`src/hw/pfs_pkg.sv`:
```
// constants, field layouts and carrier types of the pad function select block
package pfs_pkg;

  // ==========================================================
  // register byte addresses
  localparam logic [31:0] PAD_A_CFG_ADDR  = 32'h4402_E0C0;  // pad_eight_function_config
  localparam logic [31:0] PAD_B_CFG_ADDR  = 32'h4402_E0C4;  // pad_nine_function_config
  localparam logic [31:0] PAD_AUX_ADDR    = 32'h4402_E0C8;  // switch, strap level, path
  localparam logic [31:0] PAD_STATUS_ADDR = 32'h4402_E0CC;  // read-only pad status

  // ==========================================================
  // mode values of the pad configuration registers
  localparam logic [3:0] MODE_GPIO    = 4'h0;
  localparam logic [3:0] MODE_PWM     = 4'h3;
  localparam logic [3:0] MODE_CARD    = 4'h6;
  localparam logic [3:0] MODE_AUDIO   = 4'h7;
  localparam logic [3:0] MODE_CAPTURE = 4'hC;

  // ==========================================================
  // field positions
  localparam int CFG_MODE_LSB     = 0;
  localparam int CFG_OBUF_DIS_BIT = 4;
  localparam int CFG_PULL_EN_BIT  = 8;
  localparam int CFG_PULL_UP_BIT  = 9;
  localparam int AUX_ADC_SW_BIT   = 0;
  localparam int AUX_STRAP_BIT    = 1;
  localparam int AUX_DIG_PATH_BIT = 2;
  localparam int STS_PAD_A_BIT    = 0;
  localparam int STS_PAD_B_BIT    = 1;
  localparam int STS_SLEEP_BIT    = 2;
  localparam int STS_HIB_BIT      = 3;
  localparam int STS_PIN_RST_BIT  = 4;

  // ==========================================================
  // carrier types
  typedef struct packed {
    logic       pull_up;   // pull direction, 1 up
    logic       pull_en;   // software pull enable, marks pad in use
    logic       obuf_dis;  // force output buffer off
    logic [3:0] mode;      // function select
  } pfs_pad_cfg_s;

  typedef struct packed {
    logic o;     // pad output level
    logic oe_n;  // output enable, low drives
    logic pu;    // pullup enable
    logic pd;    // pulldown enable
  } pfs_pad_drv_s;

  typedef struct packed {
    logic gpio_a;    // general_pad_a input
    logic card_irq;  // card_interrupt_in
    logic cap_six;   // timer_capture_six
    logic gpio_b;    // general_pad_b input
    logic card_dat;  // card_data_line input
    logic aud_dat;   // audio_data_line input
    logic cap_zero;  // timer_capture_zero
  } pfs_periph_in_s;

  typedef struct packed {
    pfs_pad_cfg_s   cfg_a;
    pfs_pad_cfg_s   cfg_b;
    logic           adc_sw;
    logic           strap_lvl;
    logic           dig_path;
    logic [2:0]     sync1;     // first stage {chip_reset_low, pad b, pad a}
    logic [2:0]     sync2;     // second stage
    pfs_pad_drv_s   drv_a;
    pfs_pad_drv_s   drv_b;
    pfs_pad_drv_s   drv_s;
    pfs_periph_in_s per_in;
    logic [31:0]    rdata;
    logic           slverr;
  } pfs_state_s;

  // ==========================================================
  // values after reset
  localparam pfs_pad_cfg_s PAD_CFG_RST   = 7'h00;
  localparam logic         ADC_SW_RST    = 1'b0;
  localparam logic         STRAP_LVL_RST = 1'b1;
  localparam logic         DIG_PATH_RST  = 1'b0;
  localparam pfs_pad_drv_s DRV_HIZ       = 4'h4;   // oe_n high, no pulls
  localparam pfs_pad_drv_s DRV_STRAP_RST = 4'h8;   // driven high, oe_n low

endpackage : pfs_pkg

```
`src/hw/pfs_top.sv`:
```
// pad function select and low-power pad state logic for two pads and the strap pad
//
// The APB register port is this design's own decision.
`timescale 1ns/100ps
module pfs_top (
  input  wire logic                   CORE_CLK,         // 125 MHz clock
  input  wire logic                   RST,              // synchronous reset, high
  input  wire logic [31:0]            PADDR,            // apb address
  input  wire logic                   PSEL,             // apb select
  input  wire logic                   PENABLE,          // apb access phase
  input  wire logic                   PWRITE,           // apb direction
  input  wire logic [31:0]            PWDATA,           // apb write data
  output logic                        PREADY,           // apb ready
  output logic [31:0]                 PRDATA,           // apb read data
  output logic                        PSLVERR,          // apb error
  input  wire logic                   DEEP_SLEEP,       // deep_sleep_state level
  input  wire logic                   HIBERNATE,        // hibernate level
  input  wire logic                   ROM_BOOT_DONE,    // boot code pulse
  input  wire logic                   CHIP_RESET_LOW_N, // chip_reset_low pin
  input  wire logic                   PAD_A_I,          // general_pad_a level in
  output pfs_pkg::pfs_pad_drv_s       PAD_A_DRV,        // general_pad_a drive
  input  wire logic                   PAD_B_I,          // general_pad_b level in
  output pfs_pkg::pfs_pad_drv_s       PAD_B_DRV,        // general_pad_b drive
  output pfs_pkg::pfs_pad_drv_s       STRAP_DRV,        // boot_mode_strap_two drive
  output logic                        ADC_SWITCH_EN,    // analog pass switch
  input  wire logic                   GPIO_A_OUT,       // gpio level for pad A
  input  wire logic                   GPIO_A_OE,        // gpio enable for pad A
  input  wire logic                   FRAME_SYNC_OUT,   // audio_frame_sync
  input  wire logic                   GPIO_B_OUT,       // gpio level for pad B
  input  wire logic                   GPIO_B_OE,        // gpio enable for pad B
  input  wire logic                   PWM_FIVE_OUT,     // timer_pulse_out_five
  input  wire logic                   CARD_DATA_OUT,    // card_data_line out
  input  wire logic                   CARD_DATA_OE,     // card_data_line enable
  input  wire logic                   AUDIO_DATA_OUT,   // audio_data_line out
  input  wire logic                   AUDIO_DATA_OE,    // audio_data_line enable
  output pfs_pkg::pfs_periph_in_s     PERIPH_IN         // routed pad inputs
);

  pfs_pkg::pfs_state_s s_r;
  pfs_pkg::pfs_state_s s_nxt;

  // ==========================================================
  // helpers
  // final pad drive from function drive, config and power state
  function automatic pfs_pkg::pfs_pad_drv_s pad_state(
    input logic                  o,
    input logic                  oe,
    input pfs_pkg::pfs_pad_cfg_s c,
    input logic                  sleep,
    input logic                  hib,
    input logic                  off
  );
    pfs_pkg::pfs_pad_drv_s d;
    d = pfs_pkg::DRV_HIZ;
    if (hib || off) begin
      d = pfs_pkg::DRV_HIZ;
    end else if (sleep) begin
      d.oe_n = 1'b1;
      d.pu   = c.pull_en & c.pull_up;
      d.pd   = c.pull_en ? ~c.pull_up : 1'b1;
    end else begin
      d.o    = o;
      d.oe_n = ~(oe & ~c.obuf_dis);
      d.pu   = c.pull_en & c.pull_up;
      d.pd   = c.pull_en & ~c.pull_up;
    end
    return d;
  endfunction : pad_state

  // register readback
  function automatic logic [31:0] reg_read(input logic [31:0] a, input pfs_pkg::pfs_state_s s);
    logic [31:0] v;
    v = 32'h0000_0000;
    if (a == pfs_pkg::PAD_A_CFG_ADDR) begin
      v[pfs_pkg::CFG_MODE_LSB +: 4]  = s.cfg_a.mode;
      v[pfs_pkg::CFG_OBUF_DIS_BIT]   = s.cfg_a.obuf_dis;
      v[pfs_pkg::CFG_PULL_EN_BIT]    = s.cfg_a.pull_en;
      v[pfs_pkg::CFG_PULL_UP_BIT]    = s.cfg_a.pull_up;
    end else if (a == pfs_pkg::PAD_B_CFG_ADDR) begin
      v[pfs_pkg::CFG_MODE_LSB +: 4]  = s.cfg_b.mode;
      v[pfs_pkg::CFG_OBUF_DIS_BIT]   = s.cfg_b.obuf_dis;
      v[pfs_pkg::CFG_PULL_EN_BIT]    = s.cfg_b.pull_en;
      v[pfs_pkg::CFG_PULL_UP_BIT]    = s.cfg_b.pull_up;
    end else if (a == pfs_pkg::PAD_AUX_ADDR) begin
      v[pfs_pkg::AUX_ADC_SW_BIT]     = s.adc_sw;
      v[pfs_pkg::AUX_STRAP_BIT]      = s.strap_lvl;
      v[pfs_pkg::AUX_DIG_PATH_BIT]   = s.dig_path;
    end else if (a == pfs_pkg::PAD_STATUS_ADDR) begin
      v[pfs_pkg::STS_PAD_A_BIT]      = s.sync2[0];
      v[pfs_pkg::STS_PAD_B_BIT]      = s.sync2[1];
      v[pfs_pkg::STS_SLEEP_BIT]      = DEEP_SLEEP;
      v[pfs_pkg::STS_HIB_BIT]        = HIBERNATE;
      v[pfs_pkg::STS_PIN_RST_BIT]    = ~s.sync2[2];
    end else begin
      v = 32'h0000_0000;
    end
    return v;
  endfunction : reg_read

  // address map membership
  function automatic logic reg_hit(input logic [31:0] a);
    return (a == pfs_pkg::PAD_A_CFG_ADDR) || (a == pfs_pkg::PAD_B_CFG_ADDR) ||
           (a == pfs_pkg::PAD_AUX_ADDR) || (a == pfs_pkg::PAD_STATUS_ADDR);
  endfunction : reg_hit

  // config fields from a write word
  function automatic pfs_pkg::pfs_pad_cfg_s cfg_from(input logic [31:0] w);
    pfs_pkg::pfs_pad_cfg_s c;
    c.mode     = w[pfs_pkg::CFG_MODE_LSB +: 4];
    c.obuf_dis = w[pfs_pkg::CFG_OBUF_DIS_BIT];
    c.pull_en  = w[pfs_pkg::CFG_PULL_EN_BIT];
    c.pull_up  = w[pfs_pkg::CFG_PULL_UP_BIT];
    return c;
  endfunction : cfg_from

  // ==========================================================
  // next-state logic
  always_comb begin
    logic                   pad_a;
    logic                   pad_b;
    logic                   off;
    logic                   o_a;
    logic                   oe_a;
    logic                   o_b;
    logic                   oe_b;
    pfs_pkg::pfs_periph_in_s pin;
    pad_a = s_r.sync2[0];
    pad_b = s_r.sync2[1];
    off   = ~s_r.sync2[2] | ~s_r.dig_path;
    o_a   = 1'b0;
    oe_a  = 1'b0;
    o_b   = 1'b0;
    oe_b  = 1'b0;
    pin   = '0;
    s_nxt = s_r;
    // pin synchronisers
    s_nxt.sync1 = {CHIP_RESET_LOW_N, PAD_B_I, PAD_A_I};
    s_nxt.sync2 = s_r.sync1;
    // pad A function routing, reserved modes connect nothing
    case (s_r.cfg_a.mode)
      pfs_pkg::MODE_GPIO: begin
        o_a        = GPIO_A_OUT;
        oe_a       = GPIO_A_OE;
        pin.gpio_a = pad_a;
      end
      pfs_pkg::MODE_CARD:    pin.card_irq = pad_a;
      pfs_pkg::MODE_AUDIO: begin
        o_a  = FRAME_SYNC_OUT;
        oe_a = 1'b1;
      end
      pfs_pkg::MODE_CAPTURE: pin.cap_six = pad_a;
      default: oe_a = 1'b0;
    endcase
    // pad B function routing
    case (s_r.cfg_b.mode)
      pfs_pkg::MODE_GPIO: begin
        o_b        = GPIO_B_OUT;
        oe_b       = GPIO_B_OE;
        pin.gpio_b = pad_b;
      end
      pfs_pkg::MODE_PWM: begin
        o_b  = PWM_FIVE_OUT;
        oe_b = 1'b1;
      end
      pfs_pkg::MODE_CARD: begin
        o_b          = CARD_DATA_OUT;
        oe_b         = CARD_DATA_OE;
        pin.card_dat = pad_b;
      end
      pfs_pkg::MODE_AUDIO: begin
        o_b         = AUDIO_DATA_OUT;
        oe_b        = AUDIO_DATA_OE;
        pin.aud_dat = pad_b;
      end
      pfs_pkg::MODE_CAPTURE: pin.cap_zero = pad_b;
      default: oe_b = 1'b0;
    endcase
    s_nxt.per_in = off ? '0 : pin;
    s_nxt.drv_a  = pad_state(o_a, oe_a, s_r.cfg_a, DEEP_SLEEP, HIBERNATE, off);
    s_nxt.drv_b  = pad_state(o_b, oe_b, s_r.cfg_b, DEEP_SLEEP, HIBERNATE, off);
    // strap pad is output only; hibernate leaves it floating on a pulldown
    if (HIBERNATE) begin
      s_nxt.drv_s = pfs_pkg::DRV_HIZ;
      s_nxt.drv_s.pd = 1'b1;
    end else begin
      s_nxt.drv_s = pfs_pkg::DRV_STRAP_RST;
      s_nxt.drv_s.o = s_r.strap_lvl;
    end
    // boot code opens the digital path
    if (ROM_BOOT_DONE) begin
      s_nxt.dig_path = 1'b1;
    end
    // apb setup phase prepares read data and error
    if (PSEL && !PENABLE) begin
      s_nxt.rdata  = reg_read(PADDR, s_r);
      s_nxt.slverr = ~reg_hit(PADDR);
    end
    // apb access phase commits writes
    if (PSEL && PENABLE && PWRITE) begin
      if (PADDR == pfs_pkg::PAD_A_CFG_ADDR) begin
        s_nxt.cfg_a = cfg_from(PWDATA);
      end else if (PADDR == pfs_pkg::PAD_B_CFG_ADDR) begin
        s_nxt.cfg_b = cfg_from(PWDATA);
      end else if (PADDR == pfs_pkg::PAD_AUX_ADDR) begin
        s_nxt.adc_sw    = PWDATA[pfs_pkg::AUX_ADC_SW_BIT];
        s_nxt.strap_lvl = PWDATA[pfs_pkg::AUX_STRAP_BIT];
        s_nxt.dig_path  = PWDATA[pfs_pkg::AUX_DIG_PATH_BIT] | ROM_BOOT_DONE;
      end
    end
    // synchronous reset
    if (RST) begin
      s_nxt           = '0;
      s_nxt.cfg_a     = pfs_pkg::PAD_CFG_RST;
      s_nxt.cfg_b     = pfs_pkg::PAD_CFG_RST;
      s_nxt.adc_sw    = pfs_pkg::ADC_SW_RST;
      s_nxt.strap_lvl = pfs_pkg::STRAP_LVL_RST;
      s_nxt.dig_path  = pfs_pkg::DIG_PATH_RST;
      s_nxt.drv_a     = pfs_pkg::DRV_HIZ;
      s_nxt.drv_b     = pfs_pkg::DRV_HIZ;
      s_nxt.drv_s     = pfs_pkg::DRV_STRAP_RST;
    end
  end

  // ==========================================================
  // state register
  always_ff @(posedge CORE_CLK) begin
    s_r <= s_nxt;
  end

  // ==========================================================
  // outputs
  assign PREADY        = 1'b1;
  assign PRDATA        = s_r.rdata;
  assign PSLVERR       = s_r.slverr;
  assign PAD_A_DRV     = s_r.drv_a;
  assign PAD_B_DRV     = s_r.drv_b;
  assign STRAP_DRV     = s_r.drv_s;
  assign ADC_SWITCH_EN = s_r.adc_sw;
  assign PERIPH_IN     = s_r.per_in;

endmodule : pfs_top

```
`config.mk`:
```
export PLATFORM = sky130hd
export DESIGN_NAME = pfs_top
export DESIGN_NICKNAME = d
export VERILOG_FILES = /design/src/hw/pfs_pkg.sv /design/src/hw/pfs_top.sv
export SDC_FILE = /design/constraint.sdc
export NUM_CORES = 1
export LEC_CHECK = 0
export BUFFER_PORTS_ARGS = -buffer_cell sky130_fd_sc_hd__buf_2
export CORE_UTILIZATION = 45
export CTS_CLUSTER_DIAMETER = 80
export DETAILED_ROUTE_END_ITERATION = 12
export PLACE_DENSITY = 0.85
export SYNTH_ARGS = -nofsm -noshare
export SYNTH_HDL_FRONTEND = slang
export SYNTH_SLANG_ARGS = --single-unit
```
`constraint.sdc`:
```
create_clock -name CORE_CLK -period 2.5 [get_ports CORE_CLK]
set_clock_uncertainty 0.1 [all_clocks]
set_input_delay 0.5 -clock CORE_CLK [delete_from_list [all_inputs] [get_ports CORE_CLK]]
set_output_delay 0.5 -clock CORE_CLK [all_outputs]
set_load 0.02 [all_outputs]
```
* Word-level counts from Yosys, hierarchy flattened *
Cells that the tools add are included.

operators by class
  eq/ne operators = 11
  muxes and demuxes = 24
  bitwise gates (word level) = 26
  reduce and logical (&&, ||, !) cells = 22

operators with widths
  cell                  count
  $eq 32x31->1 const B  4
  $reduce_or 3->1       8
  $mux 22               1
  $not 1->1             18
  $eq 4x3->1 const B    4
  $mux 5                3
  $mux 1                9
  $mux 3                3
  $eq 4x4->1 const B    2
  $logic_not 4->1       2
  $pmux 1 s4            2
  $and 1x1->1           6
  $mux 2                3
  $eq 4x2->1 const B    1
  $logic_or 1x1->1      4
  $mux 4                1
  $pmux 1 s2            2
  $reduce_and 4->1      1
  $logic_and 1x1->1     3
  $reduce_and 3->1      1
  $or 1x1->1            2
  $reduce_and 2->1      1
  $reduce_or 2->1       1
  $logic_not 1->1       1

word-level totals
  register bits = 75
  bits of input ports = 85
  output and inout bits = 54
  word-level logic and storage cells = 117

* Logic depth before layout (Yosys ltp) *
  depth after elaboration = 5
  mapped depth = 6
  depth with buffers taken out = 4

* Worst setup path before layout *
OpenSTA, ideal clock, no wires.

  path type = input to register
  start point = in PADDR[1]
  end point = reg s_r[59] in the netlist's numbering
  library setup time = 0.120 ns
  arrival = 1.538 ns
  required time = 2.280 ns
  setup slack = 0.742 ns
  stages = 4
  path buffers = 0
  cell sequence = nor4b_4 -> nand4_4 -> o31a_1 -> a211o_1

between the ends
  word-level cells in the longest chain between the ends = 3

RTL lines
  item                                    RTL line                        text
  start: declaration                      pfs_top.sv:8                    input wire logic [31:0] PADDR,
  $eq 32x31->1, on equally long branches  pfs_top.sv:202, pfs_top.sv:200
  $not 1->1 (no line)                     --
  $reduce_and 4->1 (no line) *            --
  end signal: assignment                  pfs_top.sv:227                  s_r <= s_nxt;
  end: declaration                        pfs_top.sv:39                   pfs_pkg::pfs_state_s s_r;

Mark *: on every way between the ends. The rest lies on a longest branch, timed or not.
A chain may end at the register's enable or synchronous reset.

* Worst setup path after layout *
  start point = in PADDR[1]
  end point = reg s_r[63] in the netlist's numbering

between the ends
  word-level cells in the longest chain between the ends = 3

RTL lines
  item                          RTL line        text
  $eq 32x31->1                  pfs_top.sv:200  if (PADDR == pfs_pkg::PAD_A_CFG_ADDR) begin
  $not 1->1 (no line)           --
  $reduce_and 3->1 (no line) *  --

Marked as above.

==> metrics.cfg <==
[die]
pin_count=139
die_x_um=79.0
die_area_um2=6240
coreArea_um2=5610
fp-row-count=27
initial_utilization=0.475
die_h_um=79.0

[synth]
seq_area_frac_synth=0.360
synth_edf_count=0
ys_warn_count=0
syn_area_per_cell_um2=9.23
synth.largest_area_cell=dfxtp_1
yosysTopAreaCellShare=0.360
synth_area_um2=2670
ys.flop_type=dfxtp_1
synth_seq_cells=48
synthTopCellsByArea=dfxtp_1 36%, buf_4 15%, nand4_1 5.6%
synthArstFlopShare=0
synth.distinct_cells=47
syn_inst=289

[route]
viasPerCell=5.34
drc_errors=0
firstDrtPassIters=4
wl_per_cell_um=13.5
first_iter_violations=212
ant_nets=0
vias=2205
wirelength_mm=5.59

[pwr]
powerDensity_nw_per_um2=484
power.leakage_uw=0.00124
vdd_drop_max_mv=0.221

[finish]
drive_above_1_share=0.320
layout_commonest_cell=buf_2
fillers=552
syn2layout_area_growth_pct=9.29
mostFrequentLayoutCells=86 x buf_2, 48 x dfxtp_1, 27 x conb_1, 24 x nand4_1, 23 x a21oi_1
finish.utilization=0.520
antenna_cells=0
nets=426

[run]
drv_cap=0

[global_routing]
grt_pass1_wl_mm=8.96
grt_pass1_vias=1963
grt_max_degree=34
top_usage_layer=met2
grt_use_met1=0.229
antenna_found_initial=0
grt_util_met2=0.303
grt_overflow=0
use_met3=0.0437
grtUsageTotal=0.184

[placement]
numPortBuffers=86
place_congestion=0.852
post-dp-hpwl_mm=4.29
post-place-ws_ns=0.475

[timing]
fin_ws_ns=0.794
hold_viol=0
post-route-period-util=0.682
relSlewSlack=0.550
timing.fmax_ghz=0.586
maxSlewViolCount=0
grt_setup_unrepaired=false
fin_tns_setup_ns=0
worstMarginPinSlew_ns=0.670
finalSetupViolCount=0
period_minus_slack_ns=1.71

[clock_tree]
htreeDepth=2
ctsHoldBuffers=0
path_clk_slew_ns=0.08
root_buffer=clkbuf_8
cts_buffers=5
cts_tree=done
cts_buffer_depth=2
cts_sinks=48
insertion_delay_ns=0.30
cts.repair.resized=0
postCtsSetupBuffers=0

[setup_path]
end_kind=flop
required_ns=2.58
cp-start-kind=input port
critical_path_class=input port to flop
cp_max_fo=10
crit_arrival_ns=1.79

[worst_hold_path]
min-delay-path-class=input port to flop

[outcome]
status=finished clean

[logic make-up (layout without fill, tap and decap cells)]
kind of cell / Yosys count / count (layout) / synth area share
flops: 48 / 48 / 0.360
buf+inv: 78 / 105 / 0.197
other cells: 2 / 27 / 0.00282
xor+xnor: 1 / 1 / 0.00329
mux: 10 / 10 / 0.0530
compound gates: 50 / 50 / 0.121
simple gates: 100 / 100 / 0.263
[report_power, final]
group | switching [uW] | internal [uW] | leakage (uW) | total [uW]
combinational | 103 | 63.7 | 0.000799 | 167
sequential | 4.02 | 773 | 0.000389 | 777
clock | 245 | 220 | 0.0000473 | 466
total | 352 | 1060 | 0.00124 | 1410
[cell usage after synthesis (3+ instances only)]
library cell / instances
buf_4: 55
dfxtp_1: 48
nand4_1: 24
a21oi_1: 23
nand2_1: 17
o31ai_1: 15
nor2_1: 11
clkbuf_1: 10
nor2b_1: 8
mux2i_1: 7
nor3_1: 7
inv_1: 6
nor4b_4: 5
nor3b_1: 4
buf_2: 3
buf_6: 3
nand3b_1: 3
[through the flow]
step                total power, uW  instance area [um2]  hold slack [ns]  instances
detailed placement              960                 2820            0.325        406
global placement                956                 2820            0.321        406
CTS                            1420                 2910            0.303        413
finish                         1410                 2910            0.302        413
floorplan                       925                 2760            0.314        314
global route                   1470                 2910            0.300        413
[layer usage]
metal	up-vias	wire (um)
met1	1022	2280
met4	0	80
li1	1063	-
met5	-	0
met2	113	2820
met3	7	411
[critical path, cell delays in order]
cell and delay (ns):
buf_2 0.11, nor4b_4 0.33, nand4_4 0.23, buf_4 0.23, o31ai_1 0.27, a21oi_1 0.10
[cell type report]
cell class                 count  area, um2  share of cell area
clock inverter                 1       8.76             0.00301
tap                           72       90.1              0.0309
multi-input combinational    188       1270               0.437
inverter                       6       22.5             0.00773
clock buffer                   6       82.6              0.0283
timing repair buffer          92        475               0.163
sequential                    48        961               0.330
[final timing paths]
| check | endpoint | slack, ns | from | cells past startpoint |
|---|---|---|---|---|
| min | s_r[56] | 0.30 | PAD_B_I | 2 |
| max | s_r[63] | 0.79 | PADDR[1] | 6 |
| min reg2reg | s_r[52] | 0.34 | s_r[55] | 1 |
| max reg2reg | PAD_B_DRV[2] | 1.04 | s_r[58] | 4 |
[sequential cells by signal (all words and copies together) (netlist names)]
signal / cells
s_r: 22
ADC_SWITCH_EN: 1
STRAP_DRV: 2
PSLVERR: 1
PAD_A_DRV: 4
PAD_B_DRV: 4
PRDATA: 7
PERIPH_IN: 7
(Power assumes the default switching activity.)
